--- src/design/sacr_pkg.sv ---
// Shared constants for the converter readout link
package sacr_pkg;
    localparam int RESULT_W = 18;
    localparam logic [4:0] DATA_BITS = 5'd18;
    localparam logic [4:0] BUSY_BITS = 5'd19;
    localparam int CONV_MIN_NS = 1000;
    localparam int CONV_MAX_NS = 2500;
    localparam int CONV_DEF_NS = 1600;
    localparam int LINK_PERIOD_NS = 160;
    localparam int CONV_MIN_CYC = (CONV_MIN_NS + LINK_PERIOD_NS - 1) / LINK_PERIOD_NS;
    localparam int CONV_MAX_CYC = CONV_MAX_NS / LINK_PERIOD_NS;
    localparam int CONV_DEF_CYC = CONV_DEF_NS / LINK_PERIOD_NS;
    localparam int CORE_PERIOD_NS = 5;
    localparam int CONV_MAX_CORE = (CONV_MAX_NS + CORE_PERIOD_NS - 1) / CORE_PERIOD_NS + 8;
    // Serial clock half period spans five link clocks so the synchronised edge is seen
    localparam int SCLK_DIV = 5 * LINK_PERIOD_NS / CORE_PERIOD_NS;
    // Trigger pulses last four link clocks so three-flop sampling catches them
    localparam int TRIG_HOLD_CORE = 4 * LINK_PERIOD_NS / CORE_PERIOD_NS;
    localparam logic [RESULT_W-1:0] RESULT_ZERO = 18'h00000;
endpackage

--- src/design/sacr_if.sv ---
// Link wires between converter and host
`timescale 1ns/1ps
`default_nettype none
interface sacr_if;
    logic conversion_trigger;
    logic serial_in;
    logic sclk;
    logic sdo;
    logic sdo_oe;
    wire logic sdo_line;
    assign sdo_line = sdo_oe ? sdo : 1'b1;
    modport device (input conversion_trigger, input serial_in, input sclk,
        output sdo, output sdo_oe);
    modport host (output conversion_trigger, output serial_in, output sclk,
        input sdo_line);
endinterface
`default_nettype wire

--- src/design/sacr_device.sv ---
// Converter digital end: mode select, conversion timing and serial readout
`timescale 1ns/1ps
`default_nettype none
module sacr_device
    import sacr_pkg::*;
#(
    parameter int CONV_CYC = CONV_DEF_CYC
) (
    input wire logic link_clk,
    input wire logic resetn,
    sacr_if.device lnk,
    input wire logic [sacr_pkg::RESULT_W-1:0] sample_value,
    output logic mode_chip_select,
    output logic converting,
    output logic powered_down
);
    import sacr_pkg::*;

    typedef enum logic [1:0] {
        ST_ACQ = 2'b00,
        ST_CONV = 2'b01,
        ST_READ = 2'b10
    } sacr_state_e;

    // Everything the converter end remembers
    typedef struct packed {
        sacr_state_e st;
        logic [7:0] cnt;
        logic [4:0] falls;
        logic [RESULT_W-1:0] shreg;
        logic busy_mode;
        logic oe;
        logic dout;
        logic cs_mode;
        logic [2:0] trig_s;
        logic [2:0] sclk_s;
        logic [2:0] din_s;
        logic trig_lvl;
        logic sclk_lvl;
        logic conv;
        logic pdn;
    } sacr_dev_s;

    sacr_dev_s q, d;
    logic trig_agree;
    logic sclk_agree;
    logic trig_rise;
    logic trig_fall;
    logic sclk_fall;

    ////////////////////////////////////////////////////////////////////////
    // Link pins come from the host clock: three flops each, and a trigger
    // or clock level is accepted only once the second and third stages
    // agree, so a metastable first stage never reaches the state logic
    assign trig_agree = (q.trig_s[1] == q.trig_s[2]);
    assign sclk_agree = (q.sclk_s[1] == q.sclk_s[2]);

    // Edges against the last accepted level
    assign trig_rise = trig_agree & q.trig_s[2] & ~q.trig_lvl;
    assign trig_fall = trig_agree & ~q.trig_s[2] & q.trig_lvl;
    assign sclk_fall = sclk_agree & ~q.sclk_s[2] & q.sclk_lvl;

    ////////////////////////////////////////////////////////////////////////
    // Next state
    always_comb begin
        d = q;
        // Synchroniser stages
        d.trig_s = {q.trig_s[1:0], lnk.conversion_trigger};
        d.sclk_s = {q.sclk_s[1:0], lnk.sclk};
        d.din_s = {q.din_s[1:0], lnk.serial_in};
        // Accepted levels follow agreeing stages only
        if (trig_agree) begin
            d.trig_lvl = q.trig_s[2];
        end
        if (sclk_agree) begin
            d.sclk_lvl = q.sclk_s[2];
        end
        if (trig_rise) begin
            // Output off, mode latched, conversion starts
            d.st = ST_CONV;
            d.oe = 1'b0;
            d.cs_mode = q.din_s[2];
            d.cnt = 8'h00;
            d.falls = 5'h00;
        end else begin
            case (q.st)
                ST_ACQ: begin
                    // Idle: output stays as the last readout left it
                    d.oe = q.oe;
                end
                ST_CONV: begin
                    // Runs to its count unless a new trigger rise restarts it
                    d.cnt = q.cnt + 8'h01;
                    if (q.cnt == 8'(CONV_CYC - 1)) begin
                        d.st = ST_READ;
                        d.shreg = sample_value;
                        d.falls = 5'h00;
                        // Trigger level at the end picks the readout form
                        d.busy_mode = ~q.trig_lvl;
                        if (!q.trig_lvl) begin
                            d.oe = 1'b1;
                            d.dout = 1'b0;
                        end
                    end
                end
                ST_READ: begin
                    // Serial clock acts only here, after conversion
                    if (!q.busy_mode && trig_fall) begin
                        d.oe = 1'b1;
                        d.dout = q.shreg[RESULT_W-1];
                        d.shreg = {q.shreg[RESULT_W-2:0], 1'b0};
                    end else if (sclk_fall && q.oe) begin
                        // Bit changes only on falls, stands over rise
                        d.falls = q.falls + 5'h01;
                        d.dout = q.shreg[RESULT_W-1];
                        d.shreg = {q.shreg[RESULT_W-2:0], 1'b0};
                        if (q.falls + 5'h01 == (q.busy_mode ? BUSY_BITS : DATA_BITS)) begin
                            d.oe = 1'b0;
                            d.st = ST_ACQ;
                        end
                    end
                end
                default: d.st = ST_ACQ;
            endcase
        end
        // Status flags registered so outputs come from flops
        d.conv = (d.st == ST_CONV);
        d.pdn = (d.st != ST_CONV);
    end

    ////////////////////////////////////////////////////////////////////////
    // Registers; synchronisers reset to the idle pin levels so no false
    // edge follows reset
    always_ff @(posedge link_clk or negedge resetn) begin
        if (!resetn) begin
            q <= '{
                st: ST_ACQ,
                cnt: 8'h00,
                falls: 5'h00,
                shreg: RESULT_ZERO,
                busy_mode: 1'b0,
                oe: 1'b0,
                dout: 1'b0,
                cs_mode: 1'b1,
                trig_s: 3'h7,
                sclk_s: 3'h0,
                din_s: 3'h7,
                trig_lvl: 1'b1,
                sclk_lvl: 1'b0,
                conv: 1'b0,
                pdn: 1'b1
            };
        end else begin
            q <= d;
        end
    end

    ////////////////////////////////////////////////////////////////////////
    // Outputs straight from state
    assign lnk.sdo = q.dout;
    assign lnk.sdo_oe = q.oe;
    assign mode_chip_select = q.cs_mode;
    assign converting = q.conv;
    assign powered_down = q.pdn;
endmodule
`default_nettype wire

--- src/flat_wrapper.sv ---
// flat-port wrapper written by rule: the top's interface ports become plain ports
module sacr_device_flat import sacr_pkg::*;
#(
    parameter int CONV_CYC = CONV_DEF_CYC
)
  (link_clk, resetn, sample_value, mode_chip_select, converting, powered_down, lnk_conversion_trigger, lnk_serial_in, lnk_sclk, lnk_sdo, lnk_sdo_oe);
  sacr_if lnk_i ();
  input wire logic link_clk;
  input wire logic resetn;
  input wire logic [sacr_pkg::RESULT_W-1:0] sample_value;
  output logic mode_chip_select;
  output logic converting;
  output logic powered_down;
  input wire logic [$bits(lnk_i.conversion_trigger)-1:0] lnk_conversion_trigger;
  input wire logic [$bits(lnk_i.serial_in)-1:0] lnk_serial_in;
  input wire logic [$bits(lnk_i.sclk)-1:0] lnk_sclk;
  output wire logic [$bits(lnk_i.sdo)-1:0] lnk_sdo;
  output wire logic [$bits(lnk_i.sdo_oe)-1:0] lnk_sdo_oe;
  assign lnk_i.conversion_trigger = lnk_conversion_trigger;
  assign lnk_i.serial_in = lnk_serial_in;
  assign lnk_i.sclk = lnk_sclk;
  assign lnk_sdo = lnk_i.sdo;
  assign lnk_sdo_oe = lnk_i.sdo_oe;
  sacr_device #(.CONV_CYC(CONV_CYC)) u_core (.link_clk(link_clk), .resetn(resetn), .lnk(lnk_i), .sample_value(sample_value), .mode_chip_select(mode_chip_select), .converting(converting), .powered_down(powered_down));
endmodule
--- config.mk ---
export PLATFORM = sky130hd
export DESIGN_NAME = sacr_device_flat
export DESIGN_NICKNAME = d
export VERILOG_FILES = /design/src/design/sacr_pkg.sv /design/src/design/sacr_if.sv /design/src/design/sacr_device.sv /design/src/flat_wrapper.sv
export SDC_FILE = /design/constraint.sdc
export NUM_CORES = 1
export LEC_CHECK = 0
export BUFFER_PORTS_ARGS = -buffer_cell sky130_fd_sc_hd__buf_2
export CAP_MARGIN = 10
export CORE_MARGIN = 2
export CORE_UTILIZATION = 33
export DETAILED_ROUTE_END_ITERATION = 16
export SYNTH_ARGS = -nofsm -noshare
export SYNTH_HDL_FRONTEND = slang
export SYNTH_SLANG_ARGS = --single-unit
--- constraint.sdc ---
create_clock -name link_clk -period 1.8 [get_ports link_clk]
set_input_delay 0.18 -clock link_clk [delete_from_list [all_inputs] [get_ports link_clk]]
set_output_delay 0.18 -clock link_clk [all_outputs]
set_load 0.02 [all_outputs]
; ---- Word-level counts from Yosys, hierarchy flattened
; Cells that the tools add are included.
[totals]
register_bits = 50
in_bits = 23
out_inout_bits = 5
[op_classes]
n_addsub = 2
eq_ne = 17
muxes = 20
bitwise = 10
reduce_logical = 12
[ops]
columns = op, n
row1 = case mux 23 bit (2 select lines), 1
row2 = 2-to-1 mux 26 bit, 1
row3 = 2-to-1 mux 23 bit, 1
row4 = 2-to-1 mux 18 bit, 1
row5 = 2-to-1 mux 15 bit, 1
row6 = 2-to-1 mux 2 bit, 7
row7 = AND reduction 5 bit, 2
row8 = inequality test 3 x 1 -> 1 bit (second input constant), 3
row9 = adder 8 x 1 -> 8 bit (second input constant), 1
row10 = equality test 8 x 4 -> 1 bit (second input constant), 1
row11 = 2-to-1 mux 8 bit, 1
row12 = inequality test 4 x 1 -> 1 bit (second input constant), 2
row13 = AND reduction 4 bit, 2
row14 = bitwise AND 1 bit, 6
row15 = case mux 2 bit (3 select lines), 1
row16 = adder 5 x 1 -> 5 bit (second input constant), 1
row17 = equality test 5 bit, 1
row18 = 2-to-1 mux 5 bit, 1
row19 = equality test 2 x 1 -> 1 bit (second input constant), 2
row20 = inequality test 2 x 1 -> 1 bit (second input constant), 2
row21 = inverter 1 bit, 4
row22 = case mux 1 bit (2 select lines), 2
row23 = nonzero test 2 bit, 2
row24 = 2-to-1 mux 1 bit, 3
row25 = other kinds (10), 12

; ---- Longest topological paths before layout
[logic_depth]
depth_word = 9
ltp_mapped = 8
depth_no_buf = 7

; ---- Worst setup path before layout
; OpenSTA, ideal clock, no wires.
[synth_timing]
path_type = register to register
startpoint = register u_core.q (netlist bit u_core.d[12])
endpoint = register u_core.q[29] (netlist name)
setup_time_ns = 0.120
arrival_time_ns = 1.614
t_required_ns = 1.680
path_slack_ns = 0.066
path_stages_with_launch = 9
n_path_buf = 2
cell_sequence = dfstp_2 ha_1 nor2b_1 clkbuf_1 a31oi_1 nand3_4 buf_6 nand2_1 o21ai_2
[synth_between]
elab_chain_cells = 6
word_cells_on_any_way = 11
classes_between = eq/ne: 2 / mux: 2 / bitwise: 5 / reduce/logical: 2
[synth_lines]
columns = element, line
row1 = start: declaration, sacr_device.sv:44  ; sacr_dev_s q, d;
row2 = start signal: assignment, sacr_device.sv:136  ; q <= '{
row3 = equality test 1 bit *, sacr_device.sv:55  ; assign trig_agree = (q.trig_s[1] == q.trig_s[2]);
row4 = bitwise AND 1 bit (2 in a row), sacr_device.sv:60  ; assign trig_fall = trig_agree & ~q.trig_s[2] & q.trig_lvl;
row5 = logical AND 1 bit, sacr_device.sv:108  ; if (!q.busy_mode && trig_fall) begin
row6 = inequality test 3 x 1 -> 1 bit (no source line) or 2-to-1 mux 18 bit (tied branches), -
row7 = AND reduction 4 bit (no source line) or case mux 23 bit (2 select lines) (tied branches), -
; Mark *: on every way between the ends. The rest lies on a longest branch, timed or not.
; A chain may end at the register's enable or synchronous reset.

; ---- Worst setup path after layout
[layout_timing]
startpoint = register u_core.q[45] (netlist name)
endpoint = register u_core.q (netlist bit u_core.lnk.sdo)
[layout_between]
elab_chain_cells = 3
[layout_lines]
columns = element, line
row1 = equality test 8 x 4 -> 1 bit, sacr_device.sv:94  ; if (q.cnt == 8'(CONV_CYC - 1)) begin
row2 = inequality test 2 x 1 -> 1 bit (no source line), -
row3 = AND reduction 5 bit (no source line), -
; Every way passes these cells.

==> flow_summary.yaml <==
worst_hold_path:
  hold_class: "in -> reg"
  hold_start: "sample_value[0]"
  hold_depth: 3
critical_path:
  startpoint: "u_core.q[45]$_DFFE_PN0P_"
  crit_buf_inv: 0
  critPathLaunchType: "register"
  crit_slowest_cell: "or4_4"
  critPathMaxStageDelay_ns: 0.58
  critPathRequiredTime_ns: 2.00
  worstPathMaxFanout: 6
  worst-path-stages: 5
  cp-end-kind: "register"
  criticalPathCategory: "reg -> reg"
  rr_worst_depth: 5
  crit_family: "simple AND/OR/NAND/NOR gates"
  cp_cell_sequence: "or4_4 > nor2_4 > a31o_4 > a21boi_1 > a41o_1"
  r2r_start: "u_core.q[45]$_DFFE_PN0P_"
  cp.arrival_ns: 1.99
final_layout:
  syn_to_final_growth_pct: 23.1
  final_area_mm2: 0.00307
  antenna_cells: 0
  final_cells: 378
  drive_gt1_frac: 0.351
  nNetsFinal: 311
detailed_routing:
  drc: 0
  post_drt_wl_per_cell_um: 12.7
  drt_iter0_drc: 48
  num_vias: 1837
  firstDrtPassIters: 4
  via_per_inst: 4.86
  drt_wl_total_um: 4810
  antenna_left: 0
grt:
  track_usage: 0.124
  grt_pass1_vias: 1817
  overflow: 0
  grt_pass1_wl_um: 8310
  antenna_found_initial: 0
  grt_max_degree: 36
sta:
  fin_setup_tns_ns: 0
  worst_pin_slew_ns: 0.430
  min_period_ns: 1.79
  setup_violations: 0
  min_period_over_period: 0.996
  hold_violations: 0
  fin_skew_ns: 0.0158
  fmax_mhz: 558
  relSlewSlack: 0.712
  drv_slew: 0
  rsz0062_at_grt: "true"
place:
  placed_area_mm2: 0.00281
  portBuffers: 27
  gp_congestion: 0.763
  dp_cells: 362
  hpwlAfterDp_um: 3310
flow_run:
  maxCapViolCount: 0
die:
  initial_core_util: 0.342
  die_w_um: 90.9
  io_pins: 28
  die-area_mm2: 0.00826
  core-area_mm2: 0.00729
  rows: 31
  die_h_um: 90.9
logic_synthesis:
  syn-num-nets: 266
  ys_seq_area_frac: 0.507
  ys_types: 46
  synth_edf_count: 0
  synth_top_area_cell: "dfrtp_1"
  yosysWarnings: 0
  synth_ff_type: "dfrtp_1"
  synth_top_area_frac: 0.412
  synth.avg_cell_area_um2: 10.7
  synth_cells: 233
  ys_seq_elements: 50
  syn_area_mm2: 0.00249
  synthArstFlopShare: 1.00
  synth.area.top_cells: "dfrtp_1 41%, dfstp_2 9.5%, nand2_1 5.4%"
clock_tree:
  root_buffer: "clkbuf_8"
  clk_path_buf_depth: 2
  tritoncts: "built"
  clk_latency_ns: 0.31
  cts.sinks: 50
  htree_levels: 2
  path_clk_slew_ns: 0.09
  cts_buffers: 5
power_and_ir_drop:
  ir_drop_uv: 469
  powerDensity_mw_per_mm2: 1120
  leakage_nw: 1.36
run_status:
  status: "finished clean"
==> timing repair <==
action,CTS,global route
hold endpoints to repair,14,0
hold buffers,4,0
endpoints found under the setup margin,0,29
gates resized for setup,0,14
buffers inserted,0,3
==> metrics by stage <==
step	hold WS [ns]	setup WS [ns]	utilization	total power [mW]
3_5_place_dp	0.146	0.0128	0.386	2.53
6_report	0.105	0.00667	0.421	3.44
4_1_cts	0.0960	0.0110	0.407	3.34
3_3_place_gp	0.146	0.0436	0.386	2.51
2_1_floorplan	-0.116	0.0658	-	2.24
5_1_grt	0.110	-0.0745	0.421	3.66
==> tightest hold or removal path: cells and delay by family <==
kind,cells,cell delay (ns)
compound gates,1,0.05
buf+inv,1,0.10
simple gates,1,0.06
==> final timing paths <==
kind                                                       to  slack (ns)
min in group asynchronous            u_core.q[39]$_DFFE_PN0P_        0.34
worst min register to register          u_core.d[6]$_DFF_PN1_        0.36
worst max-delay path               u_core.lnk.sdo$_DFFE_PN0P_       0.007
worst min-delay path                 u_core.q[17]$_DFFE_PN0P_        0.10
worst max register to register     u_core.lnk.sdo$_DFFE_PN0P_       0.007
max in group asynchronous       u_core.powered_down$_DFF_PN1_        0.84
==> sequential cells by signal, summed over array words and instances (netlist names) <==
register	cells
u_core.mode_chip_select	1
u_core.converting	1
u_core.lnk.sdo	1
u_core.powered_down	1
u_core.q	39
u_core.d	6
u_core.lnk.sdo_oe	1
==> layout make-up <==
| class | count | area (um2) |
|---|---|---|
| fill | 747 | 4230 |
| sequential | 50 | 1260 |
| multi-input combinational | 164 | 1170 |
| timing repair buffer | 48 | 362 |
| tap | 99 | 124 |
| clock buffer | 6 | 72.6 |
| clock inverter | 2 | 38.8 |
| inverter | 9 | 33.8 |
==> report_power, final <==
group | internal, mW | switching, mW | total, mW
registers | 1.30 | 0.131 | 1.43
clock network | 0.418 | 0.375 | 0.793
logic | 0.538 | 0.679 | 1.22
total | 2.25 | 1.19 | 3.44
==> layout by cell type, fill, tap and decap left out, types with 4 or more instances in the layout <==
| cell | Yosys | layout |
|---|---|---|
| o21ai_1 | 10 | 10 |
| buf_4 | 0 | 12 |
| a31oi_1 | 5 | 5 |
| nor2_1 | 10 | 10 |
| clkbuf_8 | 0 | 5 |
| nand2_2 | 0 | 5 |
| inv_1 | 9 | 9 |
| o21ai_0 | 5 | 4 |
| buf_2 | 0 | 27 |
| nand2_1 | 36 | 31 |
| o21ai_2 | 12 | 13 |
| a22oi_1 | 17 | 17 |
| dlygate4sd3_1 | 0 | 4 |
| dfrtp_1 | 41 | 41 |
| nand3_1 | 5 | 4 |
| xor2_1 | 6 | 6 |
| dfstp_2 | 9 | 9 |
| nor2b_1 | 4 | 4 |
| a21oi_2 | 3 | 5 |
| ha_1 | 10 | 10 |
==> metal layers <==
layer / wire length (um) / track usage
met1: 2350 / 0.165
met2: 2210 / 0.193
met3: 192 / 0.0301
met4: 67 / 0.0492
met5: 0 / 0
==> logic make-up (layout without fill, tap and decap cells) <==
kind of cell / Yosys count / in the layout / share of synthesized area
and+or+nand+nor: 77 / 77 / 0.172
AOI/OAI and AO/OA: 67 / 67 / 0.192
DFF: 50 / 50 / 0.507
buffers and inverters: 19 / 65 / 0.0422
adders and majority gates: 10 / 10 / 0.0502
xor gates and xnor gates: 9 / 9 / 0.0316
muxes: 1 / 1 / 0.00452
==> cells in the mapped netlist, types with 4 or more instances <==
cell and count:
clkbuf_1 5, ha_1 10, a21oi_1 5, nor2_1 10, nand3_1 5, dfstp_2 9, dfrtp_1 41, xor2_1 6
o21ai_0 5, nor2b_1 4, inv_1 9, a22oi_1 17, o21ai_1 10, nand2_1 36, o21ai_2 12, a31oi_1 5
buf_6 4
No activity file was read; power rests on OpenSTA's default activity.
